### src/design/tick_pkg.sv
package tick_pkg;

    localparam int ADDR_W   = 4;
    localparam int DATA_W   = 8;
    localparam int COUNT_W  = 8;
    localparam int PERIOD_W = 3;
    localparam int EVENT_W  = 2;

    localparam logic [ADDR_W-1:0] CTRL_OFFSET       = 4'h0;
    localparam logic [ADDR_W-1:0] IRQ_STATUS_OFFSET = 4'h1;
    localparam logic [ADDR_W-1:0] IRQ_MASK_OFFSET   = 4'h2;
    localparam logic [ADDR_W-1:0] COUNT_OFFSET      = 4'h3;

    localparam int FLAG_BIT   = 7;
    localparam int ACK_BIT    = 6;
    localparam int CLKSEL_BIT = 5;
    localparam int ENABLE_BIT = 4;
    localparam int UNUSED_BIT = 3;
    localparam int PERIOD_LSB = 0;

    localparam int EVENT_TICK        = 0;
    localparam int EVENT_FAST_MISUSE = 1;

    localparam logic [PERIOD_W-1:0] PERIOD_OFF   = 3'h0;
    localparam logic [PERIOD_W-1:0] PERIOD_RESET = 3'h0;
    localparam logic                FLAG_RESET   = 1'b0;
    localparam logic                ENABLE_RESET = 1'b0;
    localparam logic [EVENT_W-1:0]  MASK_RESET   = 2'h0;

    localparam logic [COUNT_W-1:0] COUNT_ZERO = 8'h00;
    localparam logic [COUNT_W-1:0] COUNT_ONE  = 8'h01;
    localparam logic [DATA_W-1:0]  DATA_ZERO  = 8'h00;

    typedef enum logic {
        SRC_SLOW = 1'b0,
        SRC_FAST = 1'b1
    } clock_source_type;

    localparam clock_source_type CLKSEL_RESET = SRC_SLOW;

    // Last count value of a period of 2^sel ticks
    function automatic logic [COUNT_W-1:0] period_terminal(input logic [PERIOD_W-1:0] sel);
        period_terminal = (COUNT_ONE << sel) - COUNT_ONE;
    endfunction

endpackage

### src/design/periodic_tick_timer.sv
`timescale 1ns/1ps
module periodic_tick_timer (
    input  wire logic                       clk,
    input  wire logic                       nrst,
    input  wire logic [tick_pkg::ADDR_W-1:0] reg_addr,
    input  wire logic [tick_pkg::DATA_W-1:0] reg_wdata,
    input  wire logic                       reg_write,
    input  wire logic                       reg_read,
    output logic      [tick_pkg::DATA_W-1:0] reg_rdata,
    input  wire logic                       slow_osc_tick,
    input  wire logic                       fast_osc_tick,
    input  wire logic                       run_mode,
    output logic                            slow_osc_enable,
    output logic                            tick_irq,
    output logic                            wakeup,
    output logic                            irq
);
    import tick_pkg::*;

    typedef struct packed {
        logic                      flag;
        clock_source_type          clock_sel;
        logic                      enable;
        logic [PERIOD_W-1:0]       period;
        logic [COUNT_W-1:0]        count;
        logic [EVENT_W-1:0]        status;
        logic [EVENT_W-1:0]        mask;
        logic                      misuse_prev;
        logic                      wakeup;
        logic [DATA_W-1:0]         rdata;
    } state_type;

    localparam state_type STATE_RESET = '{
        flag:        FLAG_RESET,
        clock_sel:   CLKSEL_RESET,
        enable:      ENABLE_RESET,
        period:      PERIOD_RESET,
        count:       COUNT_ZERO,
        status:      '0,
        mask:        MASK_RESET,
        misuse_prev: 1'b0,
        wakeup:      1'b0,
        rdata:       DATA_ZERO
    };

    state_type             s_q;
    state_type             s_d;
    logic                  sel_tick;
    logic                  running;
    logic                  elapse;
    logic                  ctrl_write;
    logic                  ack_clear;
    logic                  misuse;
    logic [EVENT_W-1:0]    events;
    logic [DATA_W-1:0]     ctrl_view;
    logic                  retime;
    logic [PERIOD_W-1:0]   wr_period;
    logic                  wr_clksel;
    logic                  wr_enable;
    logic [EVENT_W-1:0]    wr_mask;

    // Oscillator has no power-down path at all
    assign slow_osc_enable = 1'b1;

    always_comb begin
        // Fast ticks vanish outside run mode; count simply stalls there
        if (s_q.clock_sel == SRC_FAST) begin
            sel_tick = fast_osc_tick & run_mode;
        end else begin
            sel_tick = slow_osc_tick;
        end
    end

    assign running    = (s_q.period != PERIOD_OFF);
    assign elapse     = running & sel_tick & (s_q.count == period_terminal(s_q.period));
    assign ctrl_write = reg_write & (reg_addr == CTRL_OFFSET);
    assign ack_clear  = ctrl_write & reg_wdata[ACK_BIT];
    assign misuse     = (s_q.clock_sel == SRC_FAST) & ~run_mode;
    assign events     = {misuse & ~s_q.misuse_prev, elapse};
    assign wr_period  = reg_wdata[PERIOD_LSB +: PERIOD_W];
    assign wr_clksel  = reg_wdata[CLKSEL_BIT];
    assign wr_enable  = reg_wdata[ENABLE_BIT];
    assign wr_mask    = reg_wdata[EVENT_W-1:0];
    // Rewriting the same timing must not cut the running period short
    assign retime     = ctrl_write &
                        ((wr_period != s_q.period) | (wr_clksel != s_q.clock_sel));

    always_comb begin
        ctrl_view                          = DATA_ZERO;
        ctrl_view[FLAG_BIT]                = s_q.flag;
        ctrl_view[CLKSEL_BIT]              = s_q.clock_sel;
        ctrl_view[ENABLE_BIT]              = s_q.enable;
        ctrl_view[PERIOD_LSB +: PERIOD_W]  = s_q.period;
        // Ack and unused bits stay at zero in the view
    end

    always_comb begin
        s_d             = s_q;
        s_d.rdata       = DATA_ZERO;
        s_d.misuse_prev = misuse;

        if (!running) begin
            s_d.count = COUNT_ZERO;
        end else if (sel_tick) begin
            if (elapse) begin
                s_d.count = COUNT_ZERO;
            end else begin
                s_d.count = s_q.count + COUNT_ONE;
            end
        end

        // Set beats ack in the same cycle so no period is lost
        s_d.flag = (s_q.flag & ~ack_clear) | elapse;

        if (ctrl_write) begin
            s_d.clock_sel = clock_source_type'(reg_wdata[CLKSEL_BIT]);
            s_d.enable    = reg_wdata[ENABLE_BIT];
            s_d.period    = reg_wdata[PERIOD_LSB +: PERIOD_W];
            // Changing timing restarts the period from zero
            if (retime) begin
                s_d.count = COUNT_ZERO;
            end
        end

        if (reg_write && reg_addr == IRQ_MASK_OFFSET) begin
            s_d.mask = reg_wdata[EVENT_W-1:0];
        end

        if (reg_read && reg_addr == IRQ_STATUS_OFFSET) begin
            s_d.status = events;
        end else begin
            s_d.status = s_q.status | events;
        end

        // Wakeup only matters while the processor sleeps
        s_d.wakeup = elapse & s_q.enable & ~run_mode;

        if (reg_read) begin
            case (reg_addr)
                CTRL_OFFSET: begin
                    s_d.rdata = ctrl_view;
                end
                IRQ_STATUS_OFFSET: begin
                    s_d.rdata = {{(DATA_W-EVENT_W){1'b0}}, s_q.status};
                end
                IRQ_MASK_OFFSET: begin
                    s_d.rdata = {{(DATA_W-EVENT_W){1'b0}}, s_q.mask};
                end
                COUNT_OFFSET: begin
                    s_d.rdata = s_q.count;
                end
                default: begin
                    s_d.rdata = DATA_ZERO;
                end
            endcase
        end
    end

    always_ff @(posedge clk or negedge nrst) begin
        if (!nrst) begin
            s_q <= STATE_RESET;
        end else begin
            s_q <= s_d;
        end
    end

    assign reg_rdata = s_q.rdata;
    assign wakeup    = s_q.wakeup;
    // Periodic interrupt toward the processor, level until acked or enable is cleared
    assign tick_irq  = s_q.flag & s_q.enable;
    assign irq       = |(s_q.status & s_q.mask);

    // Independent tick tally for checking period length
    logic [COUNT_W-1:0] hlp_ticks;

    always_ff @(posedge clk or negedge nrst) begin
        if (!nrst) begin
            hlp_ticks <= COUNT_ZERO;
        end else if (!running || elapse || retime) begin
            hlp_ticks <= COUNT_ZERO;
        end else if (sel_tick) begin
            hlp_ticks <= hlp_ticks + COUNT_ONE;
        end
    end

    wakeup_pulse_a: assert property (
        @(posedge clk) disable iff (!nrst)
        (elapse && s_q.enable && !run_mode) |=> wakeup ##1 !wakeup
    ) else $error("Wakeup pulse missing after elapsed period");

    wakeup_run_a: assert property (
        @(posedge clk) disable iff (!nrst)
        wakeup |-> !$past(run_mode) && $past(elapse) && $past(s_q.enable)
    ) else $error("Wakeup without elapse in low power");

    slow_osc_on_a: assert property (
        @(posedge clk) disable iff (!nrst)
        slow_osc_enable
    ) else $error("Slow oscillator enable dropped");

    flag_set_a: assert property (
        @(posedge clk) disable iff (!nrst)
        elapse |=> s_q.flag
    ) else $error("Tick flag not set on elapsed period");

    ack_clear_a: assert property (
        @(posedge clk) disable iff (!nrst)
        (ack_clear && !elapse) |=> !s_q.flag
    ) else $error("Ack write did not clear tick flag");

    flag_hold_a: assert property (
        @(posedge clk) disable iff (!nrst)
        (s_q.flag && !ack_clear) |=> s_q.flag
    ) else $error("Tick flag cleared without ack");

    ack_zero_a: assert property (
        @(posedge clk) disable iff (!nrst)
        (reg_read && reg_addr == CTRL_OFFSET) |=> !reg_rdata[ACK_BIT]
    ) else $error("Ack bit read back nonzero");

    clock_select_a: assert property (
        @(posedge clk) disable iff (!nrst)
        (running && !ctrl_write && !sel_tick) |=> $stable(s_q.count)
    ) else $error("Count moved without selected tick");

    fast_gate_a: assert property (
        @(posedge clk) disable iff (!nrst)
        (running && !ctrl_write && s_q.clock_sel == SRC_FAST && !run_mode)
        |=> $stable(s_q.count)
    ) else $error("Fast clock counted outside run mode");

    irq_gate_a: assert property (
        @(posedge clk) disable iff (!nrst)
        (!s_q.enable |-> !tick_irq) and (s_q.flag && s_q.enable |-> tick_irq)
    ) else $error("Tick interrupt not gated by enable");

    wakeup_gate_a: assert property (
        @(posedge clk) disable iff (!nrst)
        !s_q.enable |=> !wakeup
    ) else $error("Wakeup passed while disabled");

    period_len_a: assert property (
        @(posedge clk) disable iff (!nrst)
        elapse |-> hlp_ticks == period_terminal(s_q.period)
    ) else $error("Period length differs from selected field");

    period_off_a: assert property (
        @(posedge clk) disable iff (!nrst)
        !running |-> !elapse && s_q.count == COUNT_ZERO
    ) else $error("Timer active while period field is off");

    reset_clear_a: assert property (
        @(posedge clk)
        !nrst |=> !s_q.flag && !s_q.enable && s_q.period == PERIOD_OFF
    ) else $error("Reset left control bits set");

    restart_a: assert property (
        @(posedge clk) disable iff (!nrst)
        elapse |=> s_q.count == COUNT_ZERO
    ) else $error("Count did not restart after period");

    unused_bit_a: assert property (
        @(posedge clk) disable iff (!nrst)
        (reg_read && reg_addr == CTRL_OFFSET) |=> !reg_rdata[UNUSED_BIT]
    ) else $error("Unused control bit read back nonzero");

    status_sticky_a: assert property (
        @(posedge clk) disable iff (!nrst)
        (elapse && reg_read && reg_addr == IRQ_STATUS_OFFSET)
        |=> s_q.status[EVENT_TICK]
    ) else $error("Tick event lost under status read");

    misuse_event_a: assert property (
        @(posedge clk) disable iff (!nrst)
        $rose(misuse) |=> s_q.status[EVENT_FAST_MISUSE]
    ) else $error("Fast clock misuse not recorded");

    retime_restart_a: assert property (
        @(posedge clk) disable iff (!nrst)
        retime |=> s_q.count == COUNT_ZERO
    ) else $error("Count kept after timing change");

    count_step_a: assert property (
        @(posedge clk) disable iff (!nrst)
        (running && sel_tick && !elapse && !ctrl_write)
        |=> s_q.count == $past(s_q.count) + COUNT_ONE
    ) else $error("Count did not advance on selected tick");

    slow_only_a: assert property (
        @(posedge clk) disable iff (!nrst)
        (s_q.clock_sel == SRC_SLOW && !slow_osc_tick && !ctrl_write)
        |=> $stable(s_q.count)
    ) else $error("Count moved without slow tick");

    flag_cause_a: assert property (
        @(posedge clk) disable iff (!nrst)
        $rose(s_q.flag) |-> $past(elapse)
    ) else $error("Tick flag set without elapsed period");

    flag_read_a: assert property (
        @(posedge clk) disable iff (!nrst)
        (reg_read && reg_addr == CTRL_OFFSET) |=> reg_rdata[FLAG_BIT] == $past(s_q.flag)
    ) else $error("Tick flag read back wrong");

    clksel_write_a: assert property (
        @(posedge clk) disable iff (!nrst)
        ctrl_write |=> s_q.clock_sel == $past(wr_clksel)
    ) else $error("Clock select not taken from write");

    enable_write_a: assert property (
        @(posedge clk) disable iff (!nrst)
        ctrl_write |=> s_q.enable == $past(wr_enable)
    ) else $error("Interrupt enable not taken from write");

    period_write_a: assert property (
        @(posedge clk) disable iff (!nrst)
        ctrl_write |=> s_q.period == $past(wr_period)
    ) else $error("Period field not taken from write");

    period_read_a: assert property (
        @(posedge clk) disable iff (!nrst)
        (reg_read && reg_addr == CTRL_OFFSET)
        |=> reg_rdata[PERIOD_LSB +: PERIOD_W] == $past(s_q.period)
    ) else $error("Period field read back wrong");

    mask_write_a: assert property (
        @(posedge clk) disable iff (!nrst)
        (reg_write && reg_addr == IRQ_MASK_OFFSET) |=> s_q.mask == $past(wr_mask)
    ) else $error("Interrupt mask not taken from write");

    status_read_a: assert property (
        @(posedge clk) disable iff (!nrst)
        (reg_read && reg_addr == IRQ_STATUS_OFFSET)
        |=> reg_rdata[EVENT_W-1:0] == $past(s_q.status)
    ) else $error("Status read back wrong");

    status_clear_a: assert property (
        @(posedge clk) disable iff (!nrst)
        (reg_read && reg_addr == IRQ_STATUS_OFFSET && events == '0) |=> s_q.status == '0
    ) else $error("Status not cleared by read");

    status_set_a: assert property (
        @(posedge clk) disable iff (!nrst)
        elapse |=> s_q.status[EVENT_TICK]
    ) else $error("Tick event not recorded in status");

    rdata_idle_a: assert property (
        @(posedge clk) disable iff (!nrst)
        !reg_read |=> reg_rdata == DATA_ZERO
    ) else $error("Read data stood without a read");

    count_read_a: assert property (
        @(posedge clk) disable iff (!nrst)
        (reg_read && reg_addr == COUNT_OFFSET) |=> reg_rdata == $past(s_q.count)
    ) else $error("Count read back wrong");

endmodule

### config.mk
export PLATFORM = sky130hd
export DESIGN_NAME = periodic_tick_timer
export DESIGN_NICKNAME = d
export VERILOG_FILES = /design/src/design/tick_pkg.sv /design/src/design/periodic_tick_timer.sv
export SDC_FILE = /design/constraint.sdc
export NUM_CORES = 1
export LEC_CHECK = 0
export BUFFER_PORTS_ARGS = -buffer_cell sky130_fd_sc_hd__clkbuf_2
export CAP_MARGIN = 20
export CORE_ASPECT_RATIO = 0.9
export CORE_MARGIN = 2
export CORE_UTILIZATION = 55
export DETAILED_ROUTE_END_ITERATION = 12
export PLACE_DENSITY = 0.79
export SLEW_MARGIN = 20
export SYNTH_ARGS = -nofsm -noshare
export SYNTH_HDL_FRONTEND = slang
export SYNTH_SLANG_ARGS = --single-unit
### constraint.sdc
create_clock -name clk -period 3.3 [get_ports clk]
set_input_delay 0.165 -clock clk [delete_from_list [all_inputs] [get_ports clk]]
set_output_delay 0.165 -clock clk [all_outputs]
set_load 0.01 [all_outputs]
==> flow_summary.json, run 1 <==
{
  "slew_headroom_pct": 53.6,
  "cts_resized": 0,
  "synth_common_cells": "28 x dfrtp_1, 11 x buf_4, 11 x nand2_1, 8 x xor2_1, 7 x a211oi_2",
  "clock-root-buffer": "clkbuf_4",
  "ys.flop_type": "dfrtp_1",
  "finalNetCount": 192,
  "worst_pin_slew_ns": 0.696,
  "yosysMostFrequentCell": "dfrtp_1",
  "first_iter_violations": 40,
  "ant_nets": 0,
  "clkLatencyLatePin_ns": 0.33,
  "ios": 31,
  "wl_per_cell_um": 15.9,
  "power_mw": 1.06,
  "finalMaxSlewViolations": 0,
  "cts_tree": "yes",
  "worstSetupPathType": "register to register",
  "syn_area_um2": 1700,
  "synth_edf_count": 0,
  "syn_nets": 178,
  "ys_ff_latch": 28,
  "cp-start-kind": "register",
  "rsz0062_at_grt": "false",
  "synthDistinctLibCells": 46,
  "use_met3_pct": 4.01,
  "final-setup-viol-count": 0,
  "hold_violations": 0,
  "drc": 0,
  "cts_buffers": 3,
  "hold_path_class": "input pin to register",
  "grt_overflow": 0,
  "fmax_mhz": 380,
  "antenna_found_initial": 0,
  "p_per_area_nw_per_um2": 581,
  "dr.pass1.iters": 4,
  "grt_pass1_vias": 1184,
  "start_util_pct": 56.7,
  "grt_pass1_wl_um": 5690,
  "cap_violations": 0,
  "post-cts-setup-buffers": 0,
  "core_um2": 3000,
  "instances_no_fill": 212,
  "r2r_cells": 6,
  "syn_avg_cell_area_um2": 10.8,
  "fin_crit_sh_pct": 79.8,
  "grt_max_degree": 29,
  "die_w_um": 62.6,
  "peakVddDrop_mv": 0.355,
  "drt-total-wl_um": 3370,
  "die-area_um2": 3550,
  "setup.worst_path.end_class": "register",
  "cts_sinks": 28,
  "num_vias": 1237,
  "fin_worst_skew_ns": 0.0133,
  "layout_min_cycle_time_ns": 2.63,
  "critPathMaxFanout": 13,
  "gp_congestion": 0.855,
  "ys_seq_area_share_pct": 41.3,
  "htree_num_levels": 1,
  "async_flop_share_pct": 100,
  "outcome": "completed",
  "place_inst": 206,
  "grt_use_total_pct": 20.4,
  "synth_top_area_cell": "dfrtp_1",
  "final_util_pct": 61.1,
  "yosys_warnings": 0,
  "holdBufCountCts": 2,
  "whs_path_depth": 2,
  "viasPerCell": 5.83,
  "cp.arrival_ns": 2.91,
  "cp.required_ns": 3.57,
  "diodes": 0,
  "place_hpwl_um": 2440,
  "top_usage_layer": "met2",
  "clockBufferDepth": 2,
  "met1_usage_pct": 27.4,
  "rows": 19,
  "layout-drive-gt1-share_pct": 29.4,
  "synthTopCellsByArea": "dfrtp_1 41%, a211oi_2 5.2%, buf_4 4.9%, xor2_1 4.1%, mux2_2 4.0%",
  "syn2layout_area_growth_pct": 7.74,
  "netlist_instances": 157,
  "r2r_slack_ns": 0.67,
  "totalNegativeSetupSlack_ns": 0,
  "met2_usage_pct": 34.9,
  "path_clk_slew_ns": 0.14,
  "synth_top_area_share_pct": 41.3,
  "static-leakage-power_nw": 0.798,
  "die_h_um": 56.7,
  "port_buffers": 27
}
[final cells by class]
type,instances,area [um2]
Clock buffer,3,22.5
Clock inverter,1,30.0
Fill cell,256,1170
Inverter,2,7.51
Multi-Input combinational cell,107,861
Sequential cell,28,701
Tap cell,42,52.6
Timing Repair Buffer,29,155
[metal layers]
metal / wire length [um] / part of all wire [%]
met3: 205 / 6.1
met1: 1440 / 43
met2: 1710 / 51
met4: 16 / 0.47
met5: 0 / 0
[critical path, cell delays in order, from the launching register on]
cell	delay [ns]
dfrtp_1	0.55
or3_1	0.46
ha_1	0.32
xnor2_1	0.14
a2111oi_2	0.38
and4_1	0.53
a22o_1	0.21
[power by group]
part	total, mW	internal [mW]	switching [mW]
registers	0.493	0.396	0.0969
clock network	0.225	0.123	0.102
logic	0.344	0.166	0.178
[final timing paths]
| check | from | end |
|---|---|---|
| min in group asynchronous | nrst | s_q[10]$_DFFE_PN0P_ |
| hold / removal | reg_wdata[4] | ctrl_view[4]$_DFFE_PN0P_ |
| setup reg to reg | ctrl_view[2]$_DFFE_PN0P_ | ctrl_view[7]$_DFF_PN0_ |
| hold reg to reg | s_q[9]$_DFF_PN0_ | s_q[13]$_DFF_PN0_ |
| setup / recovery | ctrl_view[2]$_DFFE_PN0P_ | ctrl_view[7]$_DFF_PN0_ |
| max in group asynchronous | nrst | s_q[19]$_DFF_PN0_ |
[registers in the layout (all words and copies together), names as in the netlist]
name	cells
s_q	13
ctrl_view	6
reg_rdata	8
wakeup	1
[placed cells by master (no fill, tap or decap), types with 2 or more instances in the layout]
| master | netlist | final |
|---|---|---|
| clkbuf_4 | 0 | 3 |
| and2_1 | 4 | 4 |
| nor3b_1 | 2 | 2 |
| xor2_1 | 8 | 8 |
| ha_1 | 2 | 2 |
| nor4_1 | 2 | 2 |
| nand2_1 | 11 | 11 |
| a21oi_1 | 4 | 4 |
| nand4_1 | 2 | 2 |
| a211oi_2 | 7 | 7 |
| a22o_1 | 2 | 2 |
| nand3_1 | 4 | 4 |
| dfrtp_1 | 28 | 28 |
| and4_1 | 5 | 5 |
| o21ai_0 | 5 | 5 |
| nor2_1 | 4 | 4 |
| nor3_1 | 2 | 2 |
| o2111ai_1 | 4 | 4 |
| mux2_2 | 6 | 6 |
| xnor2_1 | 6 | 6 |
| dlygate4sd3_1 | 0 | 2 |
| nor4b_1 | 2 | 2 |
| clkbuf_2 | 0 | 27 |
| nor2b_1 | 3 | 3 |
| o31a_1 | 2 | 2 |
| and3_1 | 2 | 2 |
| inv_1 | 2 | 2 |
[per-stage QoR]
stage	hold WS [ns]	cell area (um2)	setup WS (ns)
finish	0.0754	1830	0.667
global route	0.0445	1830	0.479
CTS	0.0612	1830	0.654
detailed placement	0.242	1760	0.685
global placement	0.224	1760	0.795
floorplan	-0.131	1700	1.00
[cells by family (layout without fill, tap and decap cells)]
| group | count (synthesis) | count (layout) | synth area share [%] |
|---|---|---|---|
| multiplexers | 9 | 9 | 7.44 |
| other | 1 | 1 | 0.221 |
| buffers and inverters | 22 | 35 | 8.03 |
| XOR/XNOR | 14 | 14 | 7.22 |
| flip-flops | 28 | 28 | 41.3 |
| adder cells (fa/ha/maj) | 2 | 2 | 1.47 |
| AO/OA/AOI/OAI | 33 | 33 | 17.0 |
| AND/OR/NAND/NOR | 48 | 48 | 17.3 |
Note: power is estimated with default switching activity, not from simulation.
==> inputs of run 2 (changes only) <==
==> constraint.sdc (replaced) <==
create_clock -name clk -period 2.5 [get_ports clk]
set_input_delay 0.125 -clock clk [delete_from_list [all_inputs] [get_ports clk]]
set_output_delay 0.125 -clock clk [all_outputs]
set_load 0.01 [all_outputs]
==> run 2 against run 1 <==
Worst setup slack lost 0.49 ns; combinational power grew 49%; count of clock-buffer cells in the layout grew 1; power grew 27%; hold slack lost 0.044 ns; final area grew 1.2%; sequential power grew 26%; register-to-register slack lost 0.49 ns; first-iteration DRC count grew 110%; non-clock buffer count grew 5; maximum frequency grew 13%; utilization grew 0.75 points; largest cell class unchanged.
==> flow_summary.json, run 2 (synthesized netlist as in run 1, its figures left out) <==
{
  "antenna_found_initial": 0,
  "finalNetCount": 197,
  "slew_headroom_pct": 54.3,
  "cp.required_ns": 2.75,
  "pre_cts_ws_ns": 0.127,
  "hold_path_end": "ctrl_view[2]$_DFFE_PN0P_",
  "die-area_um2": 3550,
  "layout-drive-gt1-share_pct": 32.0,
  "clockBufferDepth": 2,
  "largest_register_ff_count": 13,
  "cap_violations": 0,
  "top_register": "s_q",
  "syn2layout_area_growth_pct": 9.06,
  "outcome": "completed",
  "place_hpwl_um": 2610,
  "diodes": 0,
  "cts_sinks": 28,
  "seq_power_share_pct": 46.0,
  "finalMaxSlewViolations": 0,
  "p_clk_share_pct": 16.0,
  "gp_congestion": 0.830,
  "grt_overflow": 0,
  "fmax_mhz": 431,
  "grt_use_total_pct": 21.3,
  "r2r_cells": 6,
  "wl_met3_um": 233,
  "wl_met2_um": 1720,
  "worst_slack_ns": 0.179,
  "layout_min_cycle_time_ns": 2.32,
  "core_um2": 3000,
  "wl_met1_um": 1430,
  "r2r_slack_ns": 0.18,
  "drc": 0,
  "die_w_um": 62.6,
  "p_per_area_nw_per_um2": 727,
  "whs_path_depth": 3,
  "rows": 19,
  "static-leakage-power_nw": 0.816,
  "routed.top_layer": "met4",
  "reg2reg_from": "ctrl_view[2]$_DFFE_PN0P_",
  "htree_num_levels": 1,
  "ant_nets": 0,
  "setup.worst_path.end_class": "register",
  "fin_worst_skew_ns": 0.00298,
  "p_int_mw": 0.850,
  "switchingPower_mw": 0.496,
  "grt_max_degree": 29,
  "grt_pass1_wl_um": 5910,
  "peakVddDrop_mv": 0.392,
  "mostFrequentLayoutCells": "28 x dfrtp_1, 27 x clkbuf_2, 11 x nand2_1",
  "cp-start-kind": "register",
  "timing.rr.end": "wakeup$_DFF_PN0_",
  "first_iter_violations": 83,
  "totalNegativeSetupSlack_ns": 0,
  "clkLatencyLatePin_ns": 0.32,
  "hold_violations": 0,
  "rsz0062_at_grt": "false",
  "clock-root-buffer": "clkbuf_4",
  "path_clk_slew_ns": 0.14,
  "worstSetupPathType": "register to register",
  "num_vias": 1306,
  "final-setup-viol-count": 0,
  "final_common_cell": "dfrtp_1",
  "viasPerCell": 6.02,
  "worst_pin_slew_ns": 0.685,
  "hp-start": "reg_wdata[2]",
  "dr.pass1.iters": 4,
  "wl_per_cell_um": 16.0,
  "port_buffers": 27,
  "power_frac_comb_pct": 38.0,
  "start_util_pct": 56.7,
  "hold_path_class": "input pin to register",
  "grt_pass1_vias": 1256,
  "p_sw_share_pct": 36.8,
  "ios": 31,
  "fin_crit_sh_pct": 92.8,
  "cts_tree": "yes",
  "post-cts-setup-buffers": 0,
  "cp.arrival_ns": 2.57,
  "drt-total-wl_um": 3480,
  "critPathMaxFanout": 6,
  "die_h_um": 56.7,
  "cts_buffers": 3
}
==> run 2: cell count changes in the layout (fill, tap and decap cells not counted) <==
cell       before  now
bufinv_16       1    0
buf_4           0    5
and4_1          5    4
and4_2          0    1
clkbuf_8        0    1
==> run 2: stage by stage <==
| step | std cells | hold slack (ns) | total power [mW] | instance area, um2 | utilization (%) |
|---|---|---|---|---|---|
| after global placement | 211 | 0.187 | 1.11 | 1790 | 59.9 |
| final | 217 | 0.0317 | 1.35 | 1850 | 61.8 |
| after detailed placement | 211 | 0.200 | 1.13 | 1790 | 59.9 |
| after global routing | 217 | 0.0359 | 1.44 | 1850 | 61.8 |
| after floorplan | 157 | -0.171 | 1.01 | 1700 | - |
| after CTS | 217 | 0.0282 | 1.35 | 1850 | 61.8 |
==> run 2: power by group through the flow <==
stage               sequential [mW]  clock [mW]  combinational (mW)
floorplan                     0.584           0               0.425
global placement              0.623           0               0.486
detailed placement            0.626           0               0.503
CTS                           0.617       0.223               0.512
global route                  0.629       0.243               0.565
finish                        0.619       0.215               0.512
==> run 2: cell type report <==
type	instances	area, um2
fill	269	1140
multi-input combinational	107	862
sequential	28	701
tap	42	52.6
timing repair buffer	34	193
inverter	2	7.51
clock buffer	4	36.3
==> run 2: timing repair <==
action | in CTS | in global routing
hold endpoints to repair | 29 | 0
gates resized for setup | 0 | 1
endpoints found under the setup margin | 0 | 3
hold buffers | 2 | 0
==> run 2: worst max-delay path by stage <==
stage               cells after the start                      from                      to
floorplan                               7  ctrl_view[2]$_DFFE_PN0P_  ctrl_view[7]$_DFF_PN0_
finish                                  6  ctrl_view[2]$_DFFE_PN0P_        wakeup$_DFF_PN0_
global route                            6  ctrl_view[2]$_DFFE_PN0P_        wakeup$_DFF_PN0_
CTS                                     6  ctrl_view[2]$_DFFE_PN0P_  ctrl_view[7]$_DFF_PN0_
global placement                        6  ctrl_view[2]$_DFFE_PN0P_  ctrl_view[7]$_DFF_PN0_
detailed placement                      6  ctrl_view[2]$_DFFE_PN0P_       s_q[18]$_DFF_PN0_
==> run 2: per-layer routing <==
layer,track usage [%],vias up
met5,0,-
met4,6.03,0
met3,4.81,12
met2,37.6,56
met1,26.3,636
li1,-,602
==> run 2: worst max-delay path: stages (launching register included) <==
cell	delay, ns
dfrtp_1	0.40
or3_1	0.40
ha_1	0.29
and4_1	0.25
nor4_1	0.44
o22ai_1	0.23
nor4b_2	0.23
